--- config.mk ---
export PLATFORM = sky130hd
export DESIGN_NAME = tcr_regs
export DESIGN_NICKNAME = d
export VERILOG_FILES = /design/src/logic/tcr_pkg.sv /design/src/logic/tcr_regs.sv
export SDC_FILE = /design/constraint.sdc
export NUM_CORES = 1
export LEC_CHECK = 0
export BUFFER_PORTS_ARGS = -buffer_cell sky130_fd_sc_hd__buf_2
export CAP_MARGIN = 20
export CELL_PAD_IN_SITES_DETAIL_PLACEMENT = 2
export CELL_PAD_IN_SITES_GLOBAL_PLACEMENT = 2
export CORE_ASPECT_RATIO = 1.5
export CORE_UTILIZATION = 34
export CTS_CLUSTER_SIZE = 12
export DETAILED_ROUTE_END_ITERATION = 8
export GPL_TIMING_DRIVEN = 1
export PLACE_DENSITY_LB_ADDON = 0.1
export REMOVE_ABC_BUFFERS = 1
export SLEW_MARGIN = 5
export SYNTH_ARGS = -nofsm -noshare
export SYNTH_HDL_FRONTEND = slang
export SYNTH_SLANG_ARGS = --single-unit
--- constraint.sdc ---
create_clock -name clk -period 6.1 [get_ports clk]
set_input_delay 0.305 -clock clk [delete_from_list [all_inputs] [get_ports clk]]
set_output_delay 0.305 -clock clk [all_outputs]
set_load 0.01 [all_outputs]
--- src/logic/tcr_pkg.sv ---
/*
  Constants for the timer, port and oscillator configuration register bank.
  Assumes a single system clock and instruction-driven access from the core.
*/
package tcr_pkg;
  // Register pages reached by the core's page read and write instructions.
  localparam logic [1:0] PAGE_F = 2'h0;
  localparam logic [1:0] PAGE_S = 2'h1;
  // Page F offsets.
  localparam logic [3:0] OFS_PORT_DIRECTION  = 4'h6;
  localparam logic [3:0] OFS_PRESCALER_COUNT = 4'hA;
  localparam logic [3:0] OFS_OPEN_DRAIN      = 4'hC;
  localparam logic [3:0] OFS_POWER_CTRL2     = 4'hF;
  // Page S offsets.
  localparam logic [3:0] OFS_TABLE_ADDR_HIGH = 4'h7;
  localparam logic [3:0] OFS_TABLE_DATA_HIGH = 4'h8;
  localparam logic [3:0] OFS_OSC_CTRL        = 4'hF;
  // Timer mode field positions.
  localparam int TM_RATIO_LSB = 0;
  localparam int TM_ASSIGN    = 3;
  localparam int TM_EDGE      = 4;
  localparam int TM_SOURCE    = 5;
  localparam int TM_EXT_EDGE  = 6;
  localparam int TM_LOWCLK    = 7;
  // Power control field positions.
  localparam int PC_TIMER_EN  = 0;
  localparam int PC_GIE       = 7;
  // Oscillator control field positions.
  localparam int OC_SEL_HIGH  = 0;
  localparam int OC_STOP_HIGH = 1;
  localparam int OC_MODE_LSB  = 2;
  // Implemented bits and reset values.
  localparam logic [7:0] DIR_MASK      = 8'h3F;
  localparam logic [7:0] OD_MASK       = 8'h37;
  localparam logic [7:0] RST_TMODE     = 8'h3F;
  localparam logic [7:0] RST_DIR       = 8'h3F;
  localparam logic [7:0] RST_OD        = 8'h00;
  localparam logic [7:0] RST_PRESCALER = 8'hFF;
  localparam logic       RST_TIMER_EN  = 1'b1;
  localparam logic       RST_GIE       = 1'b0;
  localparam logic       RST_SEL_HIGH  = 1'b1;
  localparam logic       RST_STOP_HIGH = 1'b0;
  // Operating modes.
  typedef enum logic [1:0] {
    TCR_MODE_NORMAL   = 2'h0,
    TCR_MODE_HALT     = 2'h1,
    TCR_MODE_STANDBY  = 2'h2,
    TCR_MODE_RESERVED = 2'h3
  } tcr_mode_t;
endpackage

--- src/logic/tcr_regs.sv ---
/*
  Configuration register bank: timer mode, port direction and open drain,
  prescaler with readback, timer and interrupt enables, table pointer and
  data, oscillator and operating mode control.
  Assumes the core issues one-cycle instruction strobes synchronous to clk.
*/
`timescale 1ns/1ps
module tcr_regs (
  input  wire logic        clk,
  input  wire logic        reset_n,
  input  wire logic        reg_wr,
  input  wire logic        reg_rd,
  input  wire logic [1:0]  reg_page,
  input  wire logic [3:0]  reg_addr,
  input  wire logic [7:0]  reg_wdata,
  output logic      [7:0]  reg_rdata,
  input  wire logic        tmode_wr,
  input  wire logic        tmode_rd,
  input  wire logic        enable_interrupts_instruction,
  input  wire logic        disable_interrupts_instruction,
  input  wire logic        table_read,
  input  wire logic [13:0] rom_word,
  input  wire logic [7:0]  accumulator,
  output logic      [8:0]  target_address,
  output logic             acc_load,
  output logic      [7:0]  acc_data,
  input  wire logic        instr_clk_tick,
  input  wire logic        external_clock_pin,
  input  wire logic        low_freq_oscillator,
  input  wire logic        ext_interrupt_pin,
  output logic             timer_tick,
  output logic             wdt_tick,
  output logic             ext_interrupt_flag_set,
  output logic      [5:0]  pin_direction,
  output logic      [5:0]  pin_open_drain,
  output logic             global_interrupt_enable,
  output logic             timer_enable,
  output logic             oscillator_select,
  output logic             high_oscillator_stop,
  output tcr_pkg::tcr_mode_t operating_mode
);

  //////////////////////////////////////////////////////////////////////////
  // Storage.
  logic [7:0] tmode_q;
  logic [7:0] dir_q;
  logic [7:0] od_q;
  logic [7:0] psc_q;
  logic [7:0] psc_d;
  logic       table_address_high_q;
  logic [5:0] table_data_high_q;
  logic       ten_q;
  logic       gie_q;
  logic       sel_q;
  logic       stop_q;
  tcr_pkg::tcr_mode_t mode_q;
  logic       clk_prev_q;
  logic       int_prev_q;
  logic       psc_clr_q;
  logic       src_level;
  logic       src_edge;
  logic       src_tick;
  logic       div_out;
  logic       wr_f;
  logic       wr_s;

  // Mask of low counter bits that must wrap to zero for one divided tick.
  function automatic logic [7:0] div_mask(input logic [2:0] code, input logic to_wdt);
    logic [8:0] full;
    full = to_wdt ? (9'h001 << code) : (9'h002 << code);
    div_mask = 8'(full - 9'h001);
  endfunction

  assign wr_f = reg_wr && (reg_page == tcr_pkg::PAGE_F);
  assign wr_s = reg_wr && (reg_page == tcr_pkg::PAGE_S);

  //////////////////////////////////////////////////////////////////////////
  // Timer mode register, written only by its dedicated instruction.
  always_ff @(posedge clk or negedge reset_n) begin
    if (!reset_n) begin
      tmode_q <= tcr_pkg::RST_TMODE;
    end else if (tmode_wr) begin
      tmode_q <= reg_wdata;
    end
  end

  // A write that gives the prescaler to the timer clears it next cycle.
  always_ff @(posedge clk or negedge reset_n) begin
    if (!reset_n) begin
      psc_clr_q <= 1'b0;
    end else begin
      psc_clr_q <= tmode_wr && !reg_wdata[tcr_pkg::TM_ASSIGN];
    end
  end

  //////////////////////////////////////////////////////////////////////////
  // Port direction and open drain; unimplemented bits are dropped.
  always_ff @(posedge clk or negedge reset_n) begin
    if (!reset_n) begin
      dir_q <= tcr_pkg::RST_DIR;
      od_q  <= tcr_pkg::RST_OD;
    end else if (wr_f) begin
      if (reg_addr == tcr_pkg::OFS_PORT_DIRECTION) begin
        dir_q <= reg_wdata & tcr_pkg::DIR_MASK;
      end
      if (reg_addr == tcr_pkg::OFS_OPEN_DRAIN) begin
        od_q <= reg_wdata & tcr_pkg::OD_MASK;
      end
    end
  end

  //////////////////////////////////////////////////////////////////////////
  // Timer enable and global interrupt enable; enable instruction wins.
  always_ff @(posedge clk or negedge reset_n) begin
    if (!reset_n) begin
      ten_q <= tcr_pkg::RST_TIMER_EN;
      gie_q <= tcr_pkg::RST_GIE;
    end else begin
      if (wr_f && reg_addr == tcr_pkg::OFS_POWER_CTRL2) begin
        ten_q <= reg_wdata[tcr_pkg::PC_TIMER_EN];
      end
      if (enable_interrupts_instruction) begin
        gie_q <= 1'b1;
      end else if (disable_interrupts_instruction) begin
        gie_q <= 1'b0;
      end else if (wr_f && reg_addr == tcr_pkg::OFS_POWER_CTRL2) begin
        gie_q <= reg_wdata[tcr_pkg::PC_GIE];
      end
    end
  end

  //////////////////////////////////////////////////////////////////////////
  // Table pointer, table data and accumulator load.
  always_ff @(posedge clk or negedge reset_n) begin
    if (!reset_n) begin
      table_address_high_q   <= 1'b0;
      table_data_high_q   <= 6'h00;
      acc_load <= 1'b0;
      acc_data <= 8'h00;
    end else begin
      if (wr_s && reg_addr == tcr_pkg::OFS_TABLE_ADDR_HIGH) begin
        table_address_high_q <= reg_wdata[0];
      end
      acc_load <= table_read;
      if (table_read) begin
        table_data_high_q   <= rom_word[13:8];
        acc_data <= rom_word[7:0];
      end
    end
  end

  // Target of indirect call, jump and table read.
  assign target_address = {table_address_high_q, accumulator};

  //////////////////////////////////////////////////////////////////////////
  // Oscillator control; a reserved mode code falls back to normal.
  always_ff @(posedge clk or negedge reset_n) begin
    if (!reset_n) begin
      sel_q  <= tcr_pkg::RST_SEL_HIGH;
      stop_q <= tcr_pkg::RST_STOP_HIGH;
      mode_q <= tcr_pkg::TCR_MODE_NORMAL;
    end else if (wr_s && reg_addr == tcr_pkg::OFS_OSC_CTRL) begin
      sel_q  <= reg_wdata[tcr_pkg::OC_SEL_HIGH];
      stop_q <= reg_wdata[tcr_pkg::OC_STOP_HIGH];
      case (tcr_pkg::tcr_mode_t'(reg_wdata[tcr_pkg::OC_MODE_LSB +: 2]))
        tcr_pkg::TCR_MODE_HALT:    mode_q <= tcr_pkg::TCR_MODE_HALT;
        tcr_pkg::TCR_MODE_STANDBY: mode_q <= tcr_pkg::TCR_MODE_STANDBY;
        default:                   mode_q <= tcr_pkg::TCR_MODE_NORMAL;
      endcase
    end
  end

  //////////////////////////////////////////////////////////////////////////
  // Timer clock source selection and active edge detection.
  always_ff @(posedge clk or negedge reset_n) begin
    if (!reset_n) begin
      clk_prev_q <= 1'b0;
      int_prev_q <= 1'b0;
    end else begin
      clk_prev_q <= src_level;
      int_prev_q <= ext_interrupt_pin;
    end
  end

  assign src_level = tmode_q[tcr_pkg::TM_LOWCLK] ? low_freq_oscillator
                                                 : external_clock_pin;
  assign src_edge  = tmode_q[tcr_pkg::TM_EDGE] ? (clk_prev_q && !src_level)
                                               : (!clk_prev_q && src_level);
  assign src_tick  = tmode_q[tcr_pkg::TM_SOURCE] ? src_edge : instr_clk_tick;

  // External interrupt flag set pulse on the selected edge.
  assign ext_interrupt_flag_set = tmode_q[tcr_pkg::TM_EXT_EDGE]
                                  ? (!int_prev_q && ext_interrupt_pin)
                                  : (int_prev_q && !ext_interrupt_pin);

  //////////////////////////////////////////////////////////////////////////
  // Shared prescaler counter; counts source ticks for the timer or the watchdog.
  always_comb begin
    psc_d = psc_q;
    if (src_tick) begin
      psc_d = psc_q + 8'h01;
    end
  end

  always_ff @(posedge clk or negedge reset_n) begin
    if (!reset_n) begin
      psc_q <= tcr_pkg::RST_PRESCALER;
    end else if (psc_clr_q) begin
      psc_q <= 8'h00;
    end else begin
      psc_q <= psc_d;
    end
  end

  // Divided tick when the selected low bits wrap to zero.
  assign div_out = src_tick && ((psc_d & div_mask(tmode_q[2:0],
                   tmode_q[tcr_pkg::TM_ASSIGN])) == 8'h00);

  // Route the prescaler to the watchdog or the timer.
  assign timer_tick = ten_q && (tmode_q[tcr_pkg::TM_ASSIGN] ? src_tick
                                                            : div_out);
  assign wdt_tick   = tmode_q[tcr_pkg::TM_ASSIGN] && div_out;

  //////////////////////////////////////////////////////////////////////////
  // Registered read data; unmapped offsets and missing bits read zero.
  always_ff @(posedge clk or negedge reset_n) begin
    if (!reset_n) begin
      reg_rdata <= 8'h00;
    end else if (tmode_rd) begin
      reg_rdata <= tmode_q;
    end else if (reg_rd && reg_page == tcr_pkg::PAGE_F) begin
      case (reg_addr)
        tcr_pkg::OFS_PORT_DIRECTION:  reg_rdata <= dir_q;
        tcr_pkg::OFS_PRESCALER_COUNT: reg_rdata <= psc_q;
        tcr_pkg::OFS_OPEN_DRAIN:      reg_rdata <= od_q;
        tcr_pkg::OFS_POWER_CTRL2:     reg_rdata <= {gie_q, 6'h00, ten_q};
        default:                      reg_rdata <= 8'h00;
      endcase
    end else if (reg_rd && reg_page == tcr_pkg::PAGE_S) begin
      case (reg_addr)
        tcr_pkg::OFS_TABLE_ADDR_HIGH: reg_rdata <= {7'h00, table_address_high_q};
        tcr_pkg::OFS_TABLE_DATA_HIGH: reg_rdata <= {2'h0, table_data_high_q};
        tcr_pkg::OFS_OSC_CTRL:        reg_rdata <= {4'h0, mode_q, stop_q, sel_q};
        default:                      reg_rdata <= 8'h00;
      endcase
    end else if (reg_rd) begin
      reg_rdata <= 8'h00;
    end
  end

  //////////////////////////////////////////////////////////////////////////
  // Configuration outputs.
  assign pin_direction           = dir_q[5:0];
  assign pin_open_drain          = od_q[5:0];
  assign global_interrupt_enable = gie_q;
  assign timer_enable            = ten_q;
  assign oscillator_select       = sel_q;
  assign high_oscillator_stop    = stop_q;
  assign operating_mode          = mode_q;
endmodule // tcr_regs

==> results of run 1 <==
worst min-delay path by stage:
| stage | end | start | slack [ns] |
|---|---|---|---|
| after floorplan | acc_data[0] | reset_n | 0.009 |
| after global placement | int_prev_q | ext_interrupt_pin | 0.44 |
| after detailed placement | int_prev_q | ext_interrupt_pin | 0.45 |
| after CTS | int_prev_q | ext_interrupt_pin | 0.10 |
| after global routing | int_prev_q | ext_interrupt_pin | 0.11 |
| final | int_prev_q | ext_interrupt_pin | 0.11 |
cells by family after synthesis:
| family | count (synthesis) | synth area share |
|---|---|---|
| mux | 43 | 0.148 |
| other cells | 1 | 0.00111 |
| simple gates | 95 | 0.148 |
| buf+inv | 40 | 0.0571 |
| fa+ha+maj | 4 | 0.0148 |
| compound gates | 77 | 0.153 |
| flops | 60 | 0.453 |
| xor+xnor | 10 | 0.0259 |
cells in the mapped netlist, drive strengths merged (2+ instances only):
library cell	n	area share
nand2b	6	0.011
a22oi	10	0.022
a21oi	20	0.033
nor2	17	0.019
a2111oi	2	0.0052
xor2	2	0.0052
nor3b	2	0.0059
a211oi	5	0.011
nor2b	9	0.017
nand4	4	0.0074
and2	2	0.0037
nand3	14	0.021
mux2	34	0.11
mux2i	9	0.034
ha	4	0.015
and3	7	0.013
clkbuf	7	0.0078
o31ai	2	0.0059
nand2	23	0.026
o21ai	18	0.027
nand3b	3	0.0067
dfstp	22	0.17
o22ai	4	0.0074
inv	18	0.020
a31oi	2	0.0037
buf	15	0.029
and4	3	0.0078
xnor2	8	0.021
dfrtp	38	0.28
nor3	3	0.0044
o2111ai	2	0.0052
state kept, by name (all words and copies together) (netlist names):
signal                   flops
reg_rdata                    8
psc_clr_q                    1
operating_mode               2
table_address_high_q         1
table_data_high_q            6
global_interrupt_enable      1
timer_enable                 1
od_q                         5
psc_q                        8
high_oscillator_stop         1
acc_data                     8
dir_q                        6
clk_prev_q                   1
acc_load                     1
oscillator_select            1
tmode_q                      8
int_prev_q                   1
layer usage:
| layer | track usage | vias to the layer above | share of wire |
|---|---|---|---|
| li1 | - | 1313 | - |
| met1 | 0.236 | 1438 | 0.39 |
| met4 | 0.0776 | 0 | 0.015 |
| met3 | 0.0477 | 9 | 0.045 |
| met5 | 0 | - | 0 |
| met2 | 0.396 | 81 | 0.55 |
power breakdown:
group | internal, mW | switching [mW]
Sequential | 0.460 | 0.0517
Combinational | 0.109 | 0.133
Clock | 0.319 | 0.171
Total | 0.887 | 0.356
area by class of cell:
cell class / instances / area, um^2
flip-flops and latches: 60 / 1530
clock buffers: 15 / 288
clock inverters: 1 / 5.00
repair buffers: 79 / 398
inverters: 18 / 67.6
fillers: 1051 / 5600
multi-input cells: 230 / 1650
well taps: 115 / 144
==> run summary, run 1 <==
For this run, the detailed router's first-pass iteration total came to 4. The worst path setup slack after routing came out at 2.67 ns. After routing the design area is 4090 um^2.

The run gives 0.212 as the aggregate global-route resource usage. The final count of hold timing violations came out at 0. The prevailing post-synth register cell is sky130_fd_sc_hd__dfrtp_1. The portion of the clock cycle consumed by the worst path in the final layout was 0.561; the chip height was 124 um. The floorplan step defined a core boundary enclosing 9690 um^2. The sequential element share of the synthesized area is 0.453, and the number of flip-flops and latches in the synthesized netlist is 60. The final-stage net count is 451, and the maximum level of the CTS H-tree is 3.

After clock tree synthesis, the clock-pin slew on the worst setup and hold paths is 0.05 ns. The tools report the source-to-sink clock delay at the later pin of the worst-skew pair as 0.33 ns. The routed wire length per instance is 19.7 um, and the number of antenna violations at the first check in global routing is 0. The largest stage delay on the critical path was 0.52 ns. The time the final worst path needs with I/O delays and setup was 3.43 ns; the detailed placer's ending HPWL was 7990 um. The kind of end point of the critical path was an output pin.

The synthesized design contains 0 enable-type register cells. For this run, the number of Yosys warnings is 0. The maximum net fanout on the critical path was 12; the number of max-cap violations was 0. The total length of routed wires is 10200 um. The family with the most delay on the worst path was compound AO/OA/AOI/OAI gates.

The post-synthesis cell count is 330, and the ratio of total power to cell area is 304 nW/um^2. The critical path ends at timer_tick. The library cells used most frequently in the layout, excluding fill and tap cells, are sky130_fd_sc_hd__buf_2, sky130_fd_sc_hd__dfrtp_1, sky130_fd_sc_hd__mux2_2.

Power comes to 1.24 mW. The number of max-slew violations in the final report was 0. The count of cells along the worst hold path came out at 1.

After the first detailed-routing iteration, the DRC count stood at 119. In this run the horizontal extent of the chip is 83.4 um. Traced cell by cell, the critical path runs through inv_1 > ha_1 > nand2_1 > ha_1 > inv_1 > o311ai_0 > a31oi_1 > a21bo_2 > o221ai_2 > o31ai_2 > buf_2. The tools report the critical path launch point type as a flip-flop. After clock tree synthesis, the flow added hold-fix buffers numbering 0. The worst reg2reg path startpoint is tmode_q[7]. Routability congestion estimate from global placement: 0.795. The root buffer selected by CTS is sky130_fd_sc_hd__clkbuf_16. The overall overflow remaining after global route was 0. Hold is met by 0.108 ns. The vias after detailed routing is 2841. The leakage power was 1.79 nW; the quantity of I/O buffers inserted on ports was 78. The relative slew slack was 0.469. The first global-routing pass estimated 16600 um of wire. The initial core utilization was 0.348; the pin slew with the least headroom to its limit was 0.797 ns. The most critical setup path has its startpoint at tmode_q[0]. Entering global routing, the biggest net connects 61 pins. Before CTS, the worst setup slack after placement is 2.97 ns. The run gives 0 as the remaining design rule violation count. The run gives 0 as the total setup buffers inserted after CTS. The critical path depth in cells is 11. STA puts the critical path data arrival time at 3.12 ns.

The tools report the non-filler instance count after layout as 518. The fraction of registers with async set or reset after synthesis works out to 1.00. For the final core area utilization, the log shows 0.422. The die covers 10300 um^2. TritonCTS built the clock tree. The reg-to-reg setup timing slack was 4.20 ns; the setup total negative slack was 0 ns. The tools report the quantity of gates resized following cts as 0. Among all stages on the critical path, the largest delay is contributed by sky130_fd_sc_hd__dfstp_2.

The endpoint identified for the worst register-to-register timing path is psc_q[6]. The placement-stage cell area is 3790 um^2. Setup repair after global routing left no endpoint under its margin. Together, buffers and inverters on the worst path number 3.

After synthesis, the netlist uses 53 different library cells. After floorplanning, the core was divided into 44 placement rows. The number of placed instances with taps included was 502. Setup violations remaining at the end of the flow were counted as 0. Leaving out fill and tap cells, the most frequent cell in the layout is sky130_fd_sc_hd__buf_2. A synthesized cell averages 10.2 um^2.

The number of nets with antenna violations after routing was 0; the antenna cell count was 0. The number of clock sinks was 60. In the routed layout, each cell is associated on average with a via count of 5.48. The mapped netlist covers 3380 um^2.

The path type of the worst min-delay path is in2reg. The worst-case IR drop observed on VDD is 0.160 mV. The clock arrives with 0.00623 ns of skew.

The achievable clock frequency was 0.292 GHz. Fraction of final layout cells sized beyond drive strength 1: 0.395. Clock tree synthesis inserted a total of 9 buffers. From synthesis to final layout, the design area changed by 21.0%. The number of cells on the worst reg-to-reg path is 6.

The via count of the first global-routing pass came out at 3122. Counting along the longest clock path gives a buffer depth of 2. The worst setup path is of the reg2out kind. Pin placement for this block handled 96 I/O pins.

The flow ran to the end, and the final reports show no timing, DRC or antenna violations. The run gives 5.79 ns as the critical path data required time.
Power figures use the tool's default switching activity.
==> inputs of run 2 (changes only) <==
ABC_AREA = 1   (was default)
CORE_UTILIZATION = 26   (was 34)
clock period = 2.9 ns   (was 6.1 ns; I/O delays follow)
==> run 2 against run 1 <==
Net effect: synthesized cell count grew 25%; via count increased by 8.6%; highest routed layer unchanged; sequential share of layout area shrank 0.62 points; final area up 1.7%; combinational power rose by 110%; synthesized area decreased by 2.6%; largest power group is now the clock network; final cell count rose by 26%; core utilization fell by 8.6 points; total power rose by 120%.
==> run summary, run 2 <==
The pin slew with the least headroom to its limit is 0.952 ns (+0.155 ns). From synthesis to final layout, the design area changed by 26.3%. The path class of the tightest hold or removal check is in2reg. Fraction of power spent switching nets: 0.286 (-0.000439). Dominant cell by count in the synthesized netlist: sky130_fd_sc_hd__nand2_1. The chip height was 140 um (+13%). The busiest layer in global routing is met2. The portion of synthesized cell area occupied by the leading cell type was 0.289 (+0.00739); the vias after detailed routing was 3085 (+8.6%). The ratio of total power to cell area is 649 nW/um^2 (+110%).

The setup total negative slack is 0 ns (unchanged). The portion of the clock cycle consumed by the worst path in the final layout was 0.912; the final-stage net count was 544 (+21%). The logs give 0.33 ns (about the same) for the source-to-sink clock delay at the later pin of the worst-skew pair and 0.387 (-0.025) for the sequential share of power.

TritonCTS built the clock tree. The biggest area contributor in the post-synthesis netlist is sky130_fd_sc_hd__dfrtp_1. The remaining design rule violation count was 0 (unchanged); the die extent in x was 93.8 um (+13%). Type of the worst setup path: reg2out.

The CTS clock-pin slew for the worst setup and hold paths is 0.05 ns (about the same), and the number of nets with antenna violations after routing is 0 (unchanged). The number of max-slew violations in the final report is 0 (unchanged), and the total setup buffers inserted after CTS is 0 (unchanged). The combinational fraction of design power is 0.185 (-0.010), and the number of max-cap violations is 0 (unchanged). In the layout the commonest cells are sky130_fd_sc_hd__nand2_1, sky130_fd_sc_hd__buf_2, sky130_fd_sc_hd__inv_1.

The first-pass GRT wire length was 18000 um (+8.8%). The logs give 0.336 (-0.0599) for the routing usage on met2 and 0 (unchanged) for the number of antenna violations at the first check in global routing. The critical path data required time came out at 2.76 ns (-3.03 ns).

The relative slew slack was 0.365 (-0.103). The run gives 0.313 mV (+96%) as the maximum vdd ir drop. The cell count of the worst reg-to-reg path is 5 (-1). STA classifies the critical path endpoint as an output pin. The tools report the total CTS buffers as 9 (unchanged). Among all flip-flop cells after synthesis, the most frequent one is sky130_fd_sc_hd__dfrtp_1. The tools report the clock power share as 0.428 (+0.034).

The run finished with clean final reports. For the total internal power, the log shows 1.93 mW (+120%). The count of cells along the worst hold path is 2 (+1), and the routability congestion estimate from global placement is 0.783 (-1.5%). The overall overflow remaining after global route was 0 (unchanged); the met3 usage in global routing was 0.0377 (-0.0100). The sequential element share of the synthesized area came out at 0.465 (+0.0119). The count of flip-flops with a built-in enable after synthesis works out to 0 (unchanged). The leakage power came out at 2.09 nW (+17%). The logs give 0.181 (-0.0309) for the aggregate global-route resource usage and 50 (-58%) for the detailed router's first-iteration violation count.

The tools report the total length of routed wires as 10800 um (+6.1%). The number of clock sinks is 60 (unchanged), and the final core area utilization is 0.335 (-0.0863). The run gives 2.70 mW (+120%) as the post-route total power. The netlist area before placement is 3290 um^2 (-2.6%).

The tools report the worst path arrival time as 2.50 ns (-0.62 ns). The fraction of final layout cells sized beyond drive strength 1 works out to 0.298 (-0.0962). The routed wire length per instance came out at 16.6 um (-16%). The maximum level of the CTS H-tree was 3 (unchanged); the total of warnings raised by yosys was 0 (unchanged).

Synthesized area divided by synthesized cell count: 7.96 um^2 (-22%). For the final count of hold timing violations, the log shows 0 (unchanged). Setup repair after global routing left no endpoint under its margin. The number of standard-cell rows in the floorplan is 50 (+14%). The critical path launch point type is a flip-flop. For the largest net degree at the start of global routing, the log shows 39 (-36%). The tools report the global-route track usage on met1 as 0.198 (-0.0379). The number of placed instances with taps included is 632 (+26%), and the post-synthesis cell count is 413 (+25%). The fraction of registers with async set or reset after synthesis came out at 1.00 (unchanged). The initial core utilization was 0.266 (-0.0828); the placeable core area was 12400 um^2 (+28%). The commonest cells after synthesis are sky130_fd_sc_hd__nand2_1, sky130_fd_sc_hd__inv_1, sky130_fd_sc_hd__dfrtp_1. The run gives 37 (-30%) as the post-synthesis cell type count. Commonest non-fill, non-tap cell in the layout: sky130_fd_sc_hd__nand2_1. The tools report the die footprint as 13100 um^2 (+27%). The final setup violation count was 0 (unchanged). The tools report the maximum number of buffers from clock root to sink as 2 (unchanged). In the post-synthesis netlist, the biggest area contributors are sky130_fd_sc_hd__dfrtp_1, sky130_fd_sc_hd__dfstp_2, sky130_fd_sc_hd__nand2_1, sky130_fd_sc_hd__inv_1, sky130_fd_sc_hd__o21ai_0.

For the count of boundary I/O pins, the log shows 96 (unchanged). For the finished layout, the period the worst path requires is 2.64 ns. The maximum net fanout on the critical path is 4 (-8). For the non-filler instance count after layout, the log shows 652 (+26%).

For the detailed placer's ending HPWL, the log shows 8800 um (+10%). The tools report the antenna cell count as 0 (unchanged). The net switching component of the power was 0.771 mW (+120%); the quantity of I/O buffers inserted on ports was 78 (unchanged). The via count of the first global-routing pass was 3482 (+12%).

The tree is rooted in a sky130_fd_sc_hd__clkbuf_16. The via-per-instance ratio was 4.73 (-14%). The number of flip-flops and latches in the synthesized netlist is 60 (unchanged), and the maximum clock skew at final layout is 0.00405 ns (-0.00218 ns). Timing would allow up to 0.378 GHz.

The run gives 4 (unchanged) as the detailed-routing iteration count for the pre-antenna-repair pass.
-- run 2: cell types whose count changed after synthesis, sizes merged, moves of 5 or more --
cell    before  now
a211oi       5    0
a22oi       10    5
and3         7    0
inv         18   50
mux2        34   11
mux2i        9    0
nand2       23  135
nand2b       6    0
nand3       14   29
nor2        17   25
nor2b        9    0
o21ai       18   34
-- run 2: final cells by class --
cell class | count | area (um^2)
flip-flops and latches | 60 | 1530
clock inverters | 5 | 75.1
well taps | 156 | 195
clock buffers | 11 | 243
inverters | 51 | 191
multi-input cells | 285 | 1480
fillers | 1479 | 8230
repair buffers | 84 | 445
-- run 2: path summary, 6_finish.rpt --
check / from / to / slack, ns
setup / recovery: tmode_q[0] / timer_tick / 0.26
min in group asynchronous: reset_n / reg_rdata[6] / 0.52
setup reg to reg: tmode_q[5] / psc_q[2] / 1.42
hold / removal: reg_wdata[3] / psc_clr_q / 0.03
max in group asynchronous: reset_n / oscillator_select / 1.60
hold reg to reg: reg_rdata[0] / reg_rdata[0] / 0.50
-- run 2: cells by family (layout without fill, tap and decap cells) --
group / after synthesis / in the layout / synth area share
buf+inv: 68 / 151 / 0.0894
simple gates: 197 / 197 / 0.262
fa+ha+maj: 4 / 4 / 0.0152
xor+xnor: 5 / 5 / 0.0133
other cells: 1 / 1 / 0.00114
compound gates: 67 / 67 / 0.116
mux: 11 / 11 / 0.0377
flops: 60 / 60 / 0.465
-- run 2: per-stage QoR --
| stage | hold slack, ns | setup slack, ns | instance area, um^2 |
|---|---|---|---|
| 6_report | 0.0279 | 0.256 | 4150 |
| 5_1_grt | 0.0394 | 0.0449 | 4150 |
| 4_1_cts | 0.0214 | 0.114 | 4150 |
| 3_5_place_dp | 0.286 | 0.470 | 3790 |
| 3_3_place_gp | 0.281 | 0.602 | 3790 |
| 2_1_floorplan | -0.151 | 0.755 | 3190 |
-- run 2: power by group through the flow --
| stage | Combinational, mW | Clock (mW) | Sequential [mW] |
|---|---|---|---|
| floorplan | 0.275 | 0 | 1.06 |
| global placement | 0.491 | 0 | 1.06 |
| detailed placement | 0.505 | 0 | 1.06 |
| CTS | 0.512 | 1.18 | 1.05 |
| global route | 0.571 | 1.21 | 1.06 |
| finish | 0.499 | 1.15 | 1.04 |
-- run 2: routing by layer --
metal,part of all wire,vias up
li1,-,1478
met1,0.39,1521
met2,0.55,73
met3,0.034,13
met4,0.023,0
met5,0,-
-- run 2: timing repair --
| item | in CTS | in global routing |
|---|---|---|
| hold buffers | 4 | 0 |
| resized for setup | 0 | 3 |
| endpoints found under the setup margin | 0 | 2 |
| endpoints found under the hold margin | 17 | 0 |
-- run 2: critical path, cell delays in order (launching register included) --
cell	delay [ns]
sky130_fd_sc_hd__dfstp_2	0.54
sky130_fd_sc_hd__inv_1	0.06
sky130_fd_sc_hd__ha_1	0.36
sky130_fd_sc_hd__nand2_2	0.13
sky130_fd_sc_hd__ha_2	0.21
sky130_fd_sc_hd__a21boi_2	0.18
sky130_fd_sc_hd__nand3_1	0.08
sky130_fd_sc_hd__nand2_1	0.07
sky130_fd_sc_hd__inv_1	0.04
sky130_fd_sc_hd__nand2_1	0.05
sky130_fd_sc_hd__nand2_1	0.06
sky130_fd_sc_hd__nor2_2	0.09
sky130_fd_sc_hd__nand2_2	0.06
sky130_fd_sc_hd__a21oi_2	0.11
sky130_fd_sc_hd__buf_2	0.14
